`config.mk`:
```
export PLATFORM = sky130hd
export DESIGN_NAME = rppk_packer
export DESIGN_NICKNAME = d
export VERILOG_FILES = /design/src/core/rppk_pkg.sv /design/src/core/rppk_packer.sv /design/src/core/rppk_buf.sv
export VERILOG_INCLUDE_DIRS = /design/src /design/src/core
export SDC_FILE = /design/constraint.sdc
export NUM_CORES = 1
export LEC_CHECK = 0
export BUFFER_PORTS_ARGS = -buffer_cell sky130_fd_sc_hd__buf_4
export CAP_MARGIN = 20
export CORE_UTILIZATION = 50
export CTS_BUF_LIST = sky130_fd_sc_hd__clkbuf_2 sky130_fd_sc_hd__clkbuf_4 sky130_fd_sc_hd__clkbuf_8
export DETAILED_ROUTE_END_ITERATION = 10
export HOLD_SLACK_MARGIN = 0.03
export PLACE_DENSITY_LB_ADDON = 0.05
export SYNTH_ARGS = -nofsm -noshare
export SYNTH_HDL_FRONTEND = slang
export SYNTH_SLANG_ARGS = --single-unit
```
`constraint.sdc`:
```
create_clock -name core_clk -period 2.8 [get_ports core_clk]
set_input_delay 0.42 -clock core_clk [delete_from_list [all_inputs] [get_ports core_clk]]
set_output_delay 0.42 -clock core_clk [all_outputs]
set_load 0.005 [all_outputs]
```
`src/core/rppk_map.svh`:
```
`ifndef RPPK_MAP_SVH
`define RPPK_MAP_SVH

`define RPPK_PIX_W 12
`define RPPK_BYTE_W 8
`define RPPK_PIX_MAX 12'hfff
`define RPPK_HI_MSB 11
`define RPPK_HI_LSB 4
`define RPPK_LO_MSB 3
`define RPPK_LO_LSB 0
`define RPPK_MID_EARLY_LSB 0
`define RPPK_MID_LATE_LSB 4
`define RPPK_BYTES_PER_PAIR 3
`define RPPK_PIX_PER_PAIR 2
`define RPPK_BUF_DEPTH 2
`define RPPK_RESET_ODD 1'b0

`endif

```
`src/core/rppk_pkg.sv`:
```
`include "rppk_map.svh"
`default_nettype none
package rppk_pkg;

    typedef enum logic [1:0] {
        COL_BLUE,
        COL_GREEN,
        COL_RED
    } rppk_colour_t;

    typedef enum logic [1:0] {
        KIND_HI_EARLY,
        KIND_MID,
        KIND_HI_LATE
    } rppk_kind_t;

    typedef enum logic [1:0] {
        ST_EARLY,
        ST_LATE,
        ST_TAIL
    } rppk_state_t;

    // One sensor sample with its frame and line markers
    typedef struct packed {
        logic [`RPPK_PIX_W-1:0] value;
        logic sof;
        logic sol;
        logic eol;
    } rppk_pix_t;

    // One packed output byte with its position tags
    typedef struct packed {
        logic [`RPPK_BYTE_W-1:0] data;
        rppk_kind_t kind;
        rppk_colour_t colour;
        logic odd_line;
        logic sol;
        logic eol;
    } rppk_byte_t;

endpackage
`default_nettype wire

```
`src/core/rppk_packer.sv`:
```
`include "rppk_map.svh"
`default_nettype none
module rppk_packer (
    input wire logic core_clk,
    input wire logic nrst,
    input wire logic pix_valid,
    output logic pix_ready,
    input wire rppk_pkg::rppk_pix_t pix_in,
    output logic out_valid,
    input wire logic out_ready,
    output rppk_pkg::rppk_byte_t out_byte,
    output logic pair_err
);
    import rppk_pkg::*;

    logic rst_meta_q;
    logic rst_n_q;
    rppk_state_t state_q;
    logic [`RPPK_PIX_W-1:0] early_q;
    logic [`RPPK_PIX_W-1:0] late_q;
    logic late_eol_q;
    logic line_odd_q;
    logic pair_odd_q;
    logic pair_err_q;
    logic pix_odd;
    logic push_valid;
    logic push_ready;
    logic push_fire;
    logic pix_fire;
    rppk_byte_t push_data;
    rppk_colour_t early_colour;
    rppk_colour_t late_colour;
    rppk_byte_t buf_out;

    // Reset release through two flops
    always_ff @(posedge core_clk or negedge nrst) begin
        if (!nrst) begin
            rst_meta_q <= 1'b0;
            rst_n_q <= 1'b0;
        end else begin
            rst_meta_q <= 1'b1;
            rst_n_q <= rst_meta_q;
        end
    end

    // Line parity of the incoming pixel, a frame start forces even
    assign pix_odd = pix_in.sof ? `RPPK_RESET_ODD : line_odd_q;

    // Colour of the pixels in each half of a pair
    always_comb begin
        early_colour = COL_BLUE;
        late_colour = COL_GREEN;
        if ((state_q == ST_EARLY) ? pix_odd : pair_odd_q) begin
            early_colour = COL_GREEN;
            late_colour = COL_RED;
        end
    end

    // Byte assembly for each position within the group
    always_comb begin
        push_valid = 1'b0;
        pix_ready = 1'b0;
        push_data = '0;
        case (state_q)
            ST_EARLY: begin
                pix_ready = push_ready;
                push_valid = pix_valid;
                push_data.data = pix_in.value[`RPPK_HI_MSB:`RPPK_HI_LSB];
                push_data.kind = KIND_HI_EARLY;
                push_data.colour = early_colour;
                push_data.odd_line = pix_odd;
                push_data.sol = pix_in.sol;
            end
            ST_LATE: begin
                pix_ready = push_ready;
                push_valid = pix_valid;
                push_data.data[`RPPK_MID_LATE_LSB+:4] =
                    pix_in.value[`RPPK_LO_MSB:`RPPK_LO_LSB];
                push_data.data[`RPPK_MID_EARLY_LSB+:4] =
                    early_q[`RPPK_LO_MSB:`RPPK_LO_LSB];
                push_data.kind = KIND_MID;
                push_data.colour = early_colour;
                push_data.odd_line = pair_odd_q;
            end
            ST_TAIL: begin
                push_valid = 1'b1;
                push_data.data = late_q[`RPPK_HI_MSB:`RPPK_HI_LSB];
                push_data.kind = KIND_HI_LATE;
                push_data.colour = late_colour;
                push_data.odd_line = pair_odd_q;
                push_data.eol = late_eol_q;
            end
            default: begin
                push_valid = 1'b0;
            end
        endcase
    end

    assign push_fire = push_valid && push_ready;
    assign pix_fire = pix_valid && pix_ready;

    // Two pixels in, three bytes out
    always_ff @(posedge core_clk or negedge rst_n_q) begin
        if (!rst_n_q) begin
            state_q <= ST_EARLY;
        end else if (push_fire) begin
            case (state_q)
                ST_EARLY: state_q <= ST_LATE;
                ST_LATE: state_q <= ST_TAIL;
                ST_TAIL: state_q <= ST_EARLY;
                default: state_q <= ST_EARLY;
            endcase
        end
    end

    // Full twelve-bit samples kept as received
    always_ff @(posedge core_clk or negedge rst_n_q) begin
        if (!rst_n_q) begin
            early_q <= '0;
            late_q <= '0;
            late_eol_q <= 1'b0;
        end else if (pix_fire && state_q == ST_EARLY) begin
            early_q <= pix_in.value;
        end else if (pix_fire && state_q == ST_LATE) begin
            late_q <= pix_in.value;
            late_eol_q <= pix_in.eol;
        end
    end

    // Line parity, flips after the last group of each line
    always_ff @(posedge core_clk or negedge rst_n_q) begin
        if (!rst_n_q) begin
            line_odd_q <= `RPPK_RESET_ODD;
            pair_odd_q <= `RPPK_RESET_ODD;
        end else if (pix_fire && state_q == ST_EARLY) begin
            line_odd_q <= pix_odd;
            pair_odd_q <= pix_odd;
        end else if (push_fire && state_q == ST_TAIL && late_eol_q) begin
            line_odd_q <= ~pair_odd_q;
        end
    end

    // Flags a line marker that falls inside a pair
    always_ff @(posedge core_clk or negedge rst_n_q) begin
        if (!rst_n_q) begin
            pair_err_q <= 1'b0;
        end else begin
            pair_err_q <= pix_fire && ((state_q == ST_EARLY && pix_in.eol)
                || (state_q == ST_LATE && (pix_in.sol || pix_in.sof)));
        end
    end

    assign pair_err = pair_err_q;

    rppk_buf #(
        .W($bits(rppk_byte_t)),
        .DEPTH(`RPPK_BUF_DEPTH)
    ) u_buf (
        .clk(core_clk),
        .rst_n(rst_n_q),
        .in_valid(push_valid),
        .in_ready(push_ready),
        .in_data(push_data),
        .out_valid(out_valid),
        .out_ready(out_ready),
        .out_data(buf_out)
    );

    assign out_byte = buf_out;

    // Checking helpers
    logic out_fire;
    logic [`RPPK_PIX_W-1:0] chk_early_q;
    logic [`RPPK_PIX_W-1:0] chk_late_q;
    rppk_kind_t chk_last_kind_q;
    logic chk_last_odd_q;

    assign out_fire = out_valid && out_ready;

    always_ff @(posedge core_clk or negedge rst_n_q) begin
        if (!rst_n_q) begin
            chk_early_q <= '0;
            chk_late_q <= '0;
        end else if (pix_valid && pix_ready) begin
            if (state_q == ST_EARLY) begin
                chk_early_q <= pix_in.value;
            end else begin
                chk_late_q <= pix_in.value;
            end
        end
    end

    always_ff @(posedge core_clk or negedge rst_n_q) begin
        if (!rst_n_q) begin
            chk_last_kind_q <= KIND_HI_LATE;
            chk_last_odd_q <= 1'b0;
        end else if (out_fire) begin
            chk_last_kind_q <= out_byte.kind;
            chk_last_odd_q <= out_byte.odd_line;
        end
    end

    AST_EARLY_HI: assert property (@(posedge core_clk) disable iff (!rst_n_q)
        out_fire && out_byte.kind == KIND_HI_EARLY
            |-> out_byte.data == chk_early_q[11:4])
        else $error("first byte of group lost upper bits of earlier pixel");

    AST_MID_SHARE: assert property (@(posedge core_clk) disable iff (!rst_n_q)
        out_fire && out_byte.kind == KIND_MID
            |-> out_byte.data[3:0] == chk_early_q[3:0]
                && out_byte.data[7:4] == chk_late_q[3:0])
        else $error("shared byte does not carry both low nibbles");

    AST_NIBBLE_ORDER: assert property (@(posedge core_clk) disable iff (!rst_n_q)
        out_fire && out_byte.kind == KIND_MID && chk_early_q[3:0] != chk_late_q[3:0]
            |-> out_byte.data[7:4] != chk_early_q[3:0])
        else $error("earlier nibble placed in upper half of shared byte");

    AST_LATE_HI: assert property (@(posedge core_clk) disable iff (!rst_n_q)
        out_fire && out_byte.kind == KIND_HI_LATE
            |-> out_byte.data == chk_late_q[11:4])
        else $error("third byte of group lost upper bits of later pixel");

    AST_GROUP_ORDER: assert property (@(posedge core_clk) disable iff (!rst_n_q)
        out_fire |-> (out_byte.kind == KIND_HI_EARLY && chk_last_kind_q == KIND_HI_LATE)
            || (out_byte.kind == KIND_MID && chk_last_kind_q == KIND_HI_EARLY)
            || (out_byte.kind == KIND_HI_LATE && chk_last_kind_q == KIND_MID))
        else $error("byte group out of order");

    AST_EVEN_COLOUR: assert property (@(posedge core_clk) disable iff (!rst_n_q)
        out_fire && !out_byte.odd_line
            |-> out_byte.colour == ((out_byte.kind == KIND_HI_LATE) ? COL_GREEN : COL_BLUE))
        else $error("even line colour sequence wrong");

    AST_ODD_COLOUR: assert property (@(posedge core_clk) disable iff (!rst_n_q)
        out_fire && out_byte.odd_line
            |-> out_byte.colour == ((out_byte.kind == KIND_HI_LATE) ? COL_RED : COL_GREEN))
        else $error("odd line colour sequence wrong");

    AST_LINE_START: assert property (@(posedge core_clk) disable iff (!rst_n_q)
        pix_fire && pix_in.sol
            |-> (state_q == ST_EARLY ##1 state_q == ST_LATE) or (##1 pair_err))
        else $error("line start not aligned to a new group");

    AST_LINE_END: assert property (@(posedge core_clk) disable iff (!rst_n_q)
        out_fire && out_byte.eol |-> out_byte.kind == KIND_HI_LATE)
        else $error("line ended inside a group");

    AST_TAIL_NO_TAKE: assert property (@(posedge core_clk) disable iff (!rst_n_q)
        state_q == ST_TAIL |-> !pix_ready)
        else $error("pixel taken while third byte pending");

    AST_PARITY_FLIP: assert property (@(posedge core_clk) disable iff (!rst_n_q)
        push_fire && state_q == ST_TAIL && late_eol_q |=> line_odd_q != $past(pair_odd_q))
        else $error("line parity did not alternate");

    AST_STALL_HOLD: assert property (@(posedge core_clk) disable iff (!rst_n_q)
        out_valid && !out_ready |=> out_valid && $stable(out_byte))
        else $error("output byte changed under stall");

    AST_SOL_SLOT: assert property (@(posedge core_clk) disable iff (!rst_n_q)
        pix_fire && (pix_in.sol || pix_in.sof) && state_q == ST_LATE |=> pair_err)
        else $error("line start on a later pixel not flagged");

    AST_EOL_SLOT: assert property (@(posedge core_clk) disable iff (!rst_n_q)
        pix_fire && pix_in.eol && state_q == ST_EARLY |=> pair_err)
        else $error("line end on an earlier pixel not flagged");

    AST_SOL_TAG: assert property (@(posedge core_clk) disable iff (!rst_n_q)
        out_fire && out_byte.sol |-> out_byte.kind == KIND_HI_EARLY)
        else $error("line start tag not on first byte of group");

    AST_FRAME_EVEN: assert property (@(posedge core_clk) disable iff (!rst_n_q)
        pix_fire && pix_in.sof && state_q == ST_EARLY |=> !pair_odd_q)
        else $error("frame start did not select an even line");

    AST_GROUP_LINE: assert property (@(posedge core_clk) disable iff (!rst_n_q)
        out_fire && out_byte.kind != KIND_HI_EARLY
            |-> out_byte.odd_line == chk_last_odd_q)
        else $error("line parity changed inside a group");

    AST_FULL_STALL: assert property (@(posedge core_clk) disable iff (!rst_n_q)
        !push_ready |-> !pix_ready)
        else $error("pixel offered a slot while buffer full");

    AST_EARLY_TAKE: assert property (@(posedge core_clk) disable iff (!rst_n_q)
        pix_fire && state_q == ST_EARLY |=> state_q == ST_LATE)
        else $error("earlier pixel did not advance to later slot");

    COV_ODD_GROUP: cover property (@(posedge core_clk) disable iff (!rst_n_q)
        out_fire && out_byte.odd_line && out_byte.kind == KIND_HI_LATE);

    COV_LINE_END: cover property (@(posedge core_clk) disable iff (!rst_n_q)
        out_fire && out_byte.eol ##1 out_fire && out_byte.sol);

    COV_STALL_FULL: cover property (@(posedge core_clk) disable iff (!rst_n_q)
        push_valid && !push_ready);

    COV_PAIR_ERR: cover property (@(posedge core_clk) disable iff (!rst_n_q)
        pair_err);

    COV_ODD_LINE_END: cover property (@(posedge core_clk) disable iff (!rst_n_q)
        out_fire && out_byte.eol && out_byte.odd_line);
endmodule
`default_nettype wire

```
`src/core/rppk_buf.sv`:
```
`default_nettype none
module rppk_buf #(
    parameter int W = 8,
    parameter int DEPTH = 2
) (
    input wire logic clk,
    input wire logic rst_n,
    input wire logic in_valid,
    output logic in_ready,
    input wire logic [W-1:0] in_data,
    output logic out_valid,
    input wire logic out_ready,
    output logic [W-1:0] out_data
);
    localparam int PW = (DEPTH > 1) ? $clog2(DEPTH) : 1;
    localparam int CW = $clog2(DEPTH + 1);
    localparam logic [CW-1:0] FULL_CNT = CW'(DEPTH);
    localparam logic [PW-1:0] LAST_PTR = PW'(DEPTH - 1);

    logic [W-1:0] mem_q [DEPTH];
    logic [PW-1:0] wr_ptr_q;
    logic [PW-1:0] rd_ptr_q;
    logic [CW-1:0] count_q;
    logic push;
    logic pop;

    assign in_ready = rst_n && (count_q != FULL_CNT);
    assign out_valid = (count_q != '0);
    assign push = in_valid && in_ready;
    assign pop = out_valid && out_ready;
    assign out_data = mem_q[rd_ptr_q];

    always_ff @(posedge clk) begin
        if (push) begin
            mem_q[wr_ptr_q] <= in_data;
        end
    end

    always_ff @(posedge clk or negedge rst_n) begin
        if (!rst_n) begin
            wr_ptr_q <= '0;
        end else if (push) begin
            wr_ptr_q <= (wr_ptr_q == LAST_PTR) ? '0 : wr_ptr_q + 1'b1;
        end
    end

    always_ff @(posedge clk or negedge rst_n) begin
        if (!rst_n) begin
            rd_ptr_q <= '0;
        end else if (pop) begin
            rd_ptr_q <= (rd_ptr_q == LAST_PTR) ? '0 : rd_ptr_q + 1'b1;
        end
    end

    always_ff @(posedge clk or negedge rst_n) begin
        if (!rst_n) begin
            count_q <= '0;
        end else if (push && !pop) begin
            count_q <= count_q + 1'b1;
        end else if (pop && !push) begin
            count_q <= count_q - 1'b1;
        end
    end
endmodule
`default_nettype wire

```
==> impl_metrics.tcl <==
set metrics [dict create \
    status "finished with violations" \
    violations "DRC" \
    post-route-drc-count 4 \
    setup_viol 0 \
    via_per_inst 5.34 \
    cp-end-kind "output pin" \
    fin_area_mm2 0.00279 \
    num_rows 24 \
    core_area_mm2 0.00444 \
    cts_sinks 54 \
    area.growth.synth_to_final_pct 17.9 \
    die_h_um 70.8 \
    dp_hpwl_um 2990 \
    fin_nets 221 \
    post_cts.repair.setup_buffers 0 \
    cp-start-kind "flip-flop" \
    die-area_mm2 0.00501 \
    vias 1350 \
    ys_types 35 \
    globalplace.congestion 0.781 \
    rr_worst_depth 7 \
    grt_pass1_wl_um 6910 \
    syn_inst 161 \
    cts_buffer_depth 2 \
    io_buffers 36 \
    cp.required_ns 2.38 \
    cts_resized 0 \
    clockRootBuffer "clkbuf_8" \
    wl_um 4230 \
    grt_overflow 0 \
    pwr_density_cell_mw_per_mm2 1050 \
    cp_max_fo 16 \
    regToRegSetupSlack_ns 0.89 \
    path_clk_slew_ns 0.09 \
    drive_gt1_share_pct 41.3 \
    die_w_um 70.8 \
    finalCriticalPeriod_ns 2.06 \
    wire_per_inst_um 16.7 \
    cp_cell_sequence "mux2_2 > buf_4" \
    slowest_stage "dfrtp_1" \
    start_util_pct 53.2 \
    htree_levels 2 \
    hold_viol 0 \
    synth-seq-cells 54 \
    place_area_mm2 0.00268 \
    slowest_delay_ns 0.77 \
    grt_max_degree 19 \
    ir_drop_uv 524 \
    tns_ns 0 \
    antenna_cells 0 \
    dpl_worst_slack_ns 0.931 \
    relSlewSlack_pct 55.3 \
    max_cap_violations 0 \
    yosys_warnings 0 \
    netlist_area_mm2 0.00236 \
    syn-num-nets 181 \
    clk-insertion-delay-late_ns 0.31 \
    hold_class "reg2async" \
    cts_hold_buf 1 \
    antenna_found_initial 0 \
    clock_skew_ns 0.00772 \
    grt_pass1_vias 1367 \
    power.total_mw 2.92 \
    ant_nets 0 \
    cts_tree "built" \
    fmaxAchievable_mhz 485 \
    final_max_slew_viol_count 0 \
    yosysSeqAreaShare_pct 63.5 \
    setup_ws_ns 0.739 \
    drt_iter0_markers 63 \
    cts_buffers 5 \
    rsz0062_at_grt "no" \
    rr_startpoint "state_q[1]" \
    worst_pin_slew_ns 0.670 \
    worstSetupPathType "reg2out" \
    p_leak_nw 1.14 \
    io_pins 37 \
    grt_usage_pct 18.5 \
    dr.pass1.iters 7 \
    fin_crit_sh_pct 73.6 \
    crit_arrival_ns 1.64 \
    worst_r2r_endpoint "u_buf.count_q[1]" \
    avgSynthCellArea_um2 14.7 \
]
## logic make-up (layout without fill, tap and decap cells)
kind of cell               count (synthesis)  after routing  share of synthesized area (%)
AOI/OAI and AO/OA                         15             15                           4.18
xor gates and xnor gates                   6              6                           2.22
adders and majority gates                  1              1                          0.529
buffers and inverters                     14             54                           3.39
DFF                                       54             54                           63.5
muxes                                     40             40                           18.5
other                                      1              1                          0.159
and+or+nand+nor                           30             30                           7.51
## cell type report
cell class                      instances  area (µm²)
Clock buffer                            5        68.8
Multi-Input combinational cell         93         783
Clock inverter                          2        33.8
Tap cell                               52        65.1
Sequential cell                        54        1500
Timing Repair Buffer                   42         318
Fill cell                             354        1660
Inverter                                5        18.8
## metrics by stage
step | hold slack (ns) | util, % | cells
6_report | 0.282 | 62.8 | 253
4_1_cts | 0.290 | 62.8 | 253
3_5_place_dp | 0.204 | 60.2 | 245
2_1_floorplan | 0.124 | - | 161
5_1_grt | 0.333 | 62.8 | 253
3_3_place_gp | 0.202 | 60.2 | 245
## layer usage
| layer | vias up | global-route usage (%) | part of all wire (%) |
|---|---|---|---|
| met5 | - | 0 | 0 |
| met4 | 0 | 5.33 | 1.3 |
| met3 | 6 | 4.70 | 4.1 |
| met2 | 31 | 29.6 | 47 |
| met1 | 655 | 25.3 | 47 |
| li1 | 658 | - | - |
## Yosys cell counts (all sizes together)
cell	instances	share of area, %
edfxtp	30	38
mux2	30	14
dfrtp	24	25
mux2i	10	4.2
nand2	10	1.6
buf	8	2.4
o21ai	8	1.7
inv	5	0.79
nor2	4	0.63
nor2b	4	1.2
xnor2	4	1.5
nand3	3	0.85
nand2b	2	0.53
nand4	2	1.2
nor3b	2	0.85
o211ai	2	0.85
xor2	2	0.74
a21oi	1	0.21
a2bb2oi	1	0.37
a41oi	1	0.37
and2	1	0.26
clkbuf	1	0.16
conb	1	0.16
ha	1	0.53
nor3	1	0.21
o21bai	1	0.32
o31a	1	0.37
or2	1	0.26
## critical path: cells and delay by family, from the launching register on
| family | cells | cell delay [ns] |
|---|---|---|
| multiplexers | 1 | 0.42 |
| buffers and inverters | 1 | 0.14 |
| flip-flops | 1 | 0.77 |
## placed cells by master, fill, tap and decap left out, drive strengths merged, types with 5 or more instances in the layout
| cell | instances |
|---|---|
| buf | 41 |
| clkbuf | 5 |
| dfrtp | 24 |
| edfxtp | 30 |
| inv | 5 |
| mux2 | 30 |
| mux2i | 10 |
| nand2 | 10 |
| o21ai | 8 |
## state kept, by name, summed over array words and instances (netlist names)
register / count
rst_n_q: 1
u_buf.count_q: 2
pair_odd_q: 1
rst_meta_q: 1
u_buf.wr_ptr_q: 1
line_odd_q: 1
u_buf.rd_ptr_q: 1
early_q: 4
u_buf.mem_q: 30
state_q: 2
late_eol_q: 1
late_q: 8
pair_err: 1
## how the worst max path moves through the flow
stage	startpoint	to	cells past startpoint
2_1_floorplan	rst_n_q	u_buf.mem_q[1][0]	3
3_3_place_gp	state_q[1]	u_buf.count_q[1]	7
3_5_place_dp	state_q[1]	u_buf.count_q[1]	7
4_1_cts	u_buf.rd_ptr_q	out_byte[13]	2
5_1_grt	state_q[1]	u_buf.count_q[1]	7
6_report	u_buf.rd_ptr_q	out_byte[13]	2
## power breakdown
part           total [mW]  leakage, nW  switching [mW]  internal [mW]
combinational        1.02        0.523           0.457          0.559
clock               0.502       0.0517           0.244          0.259
sequential           1.40        0.568           0.222           1.18
Power figures use the tool's default switching activity.
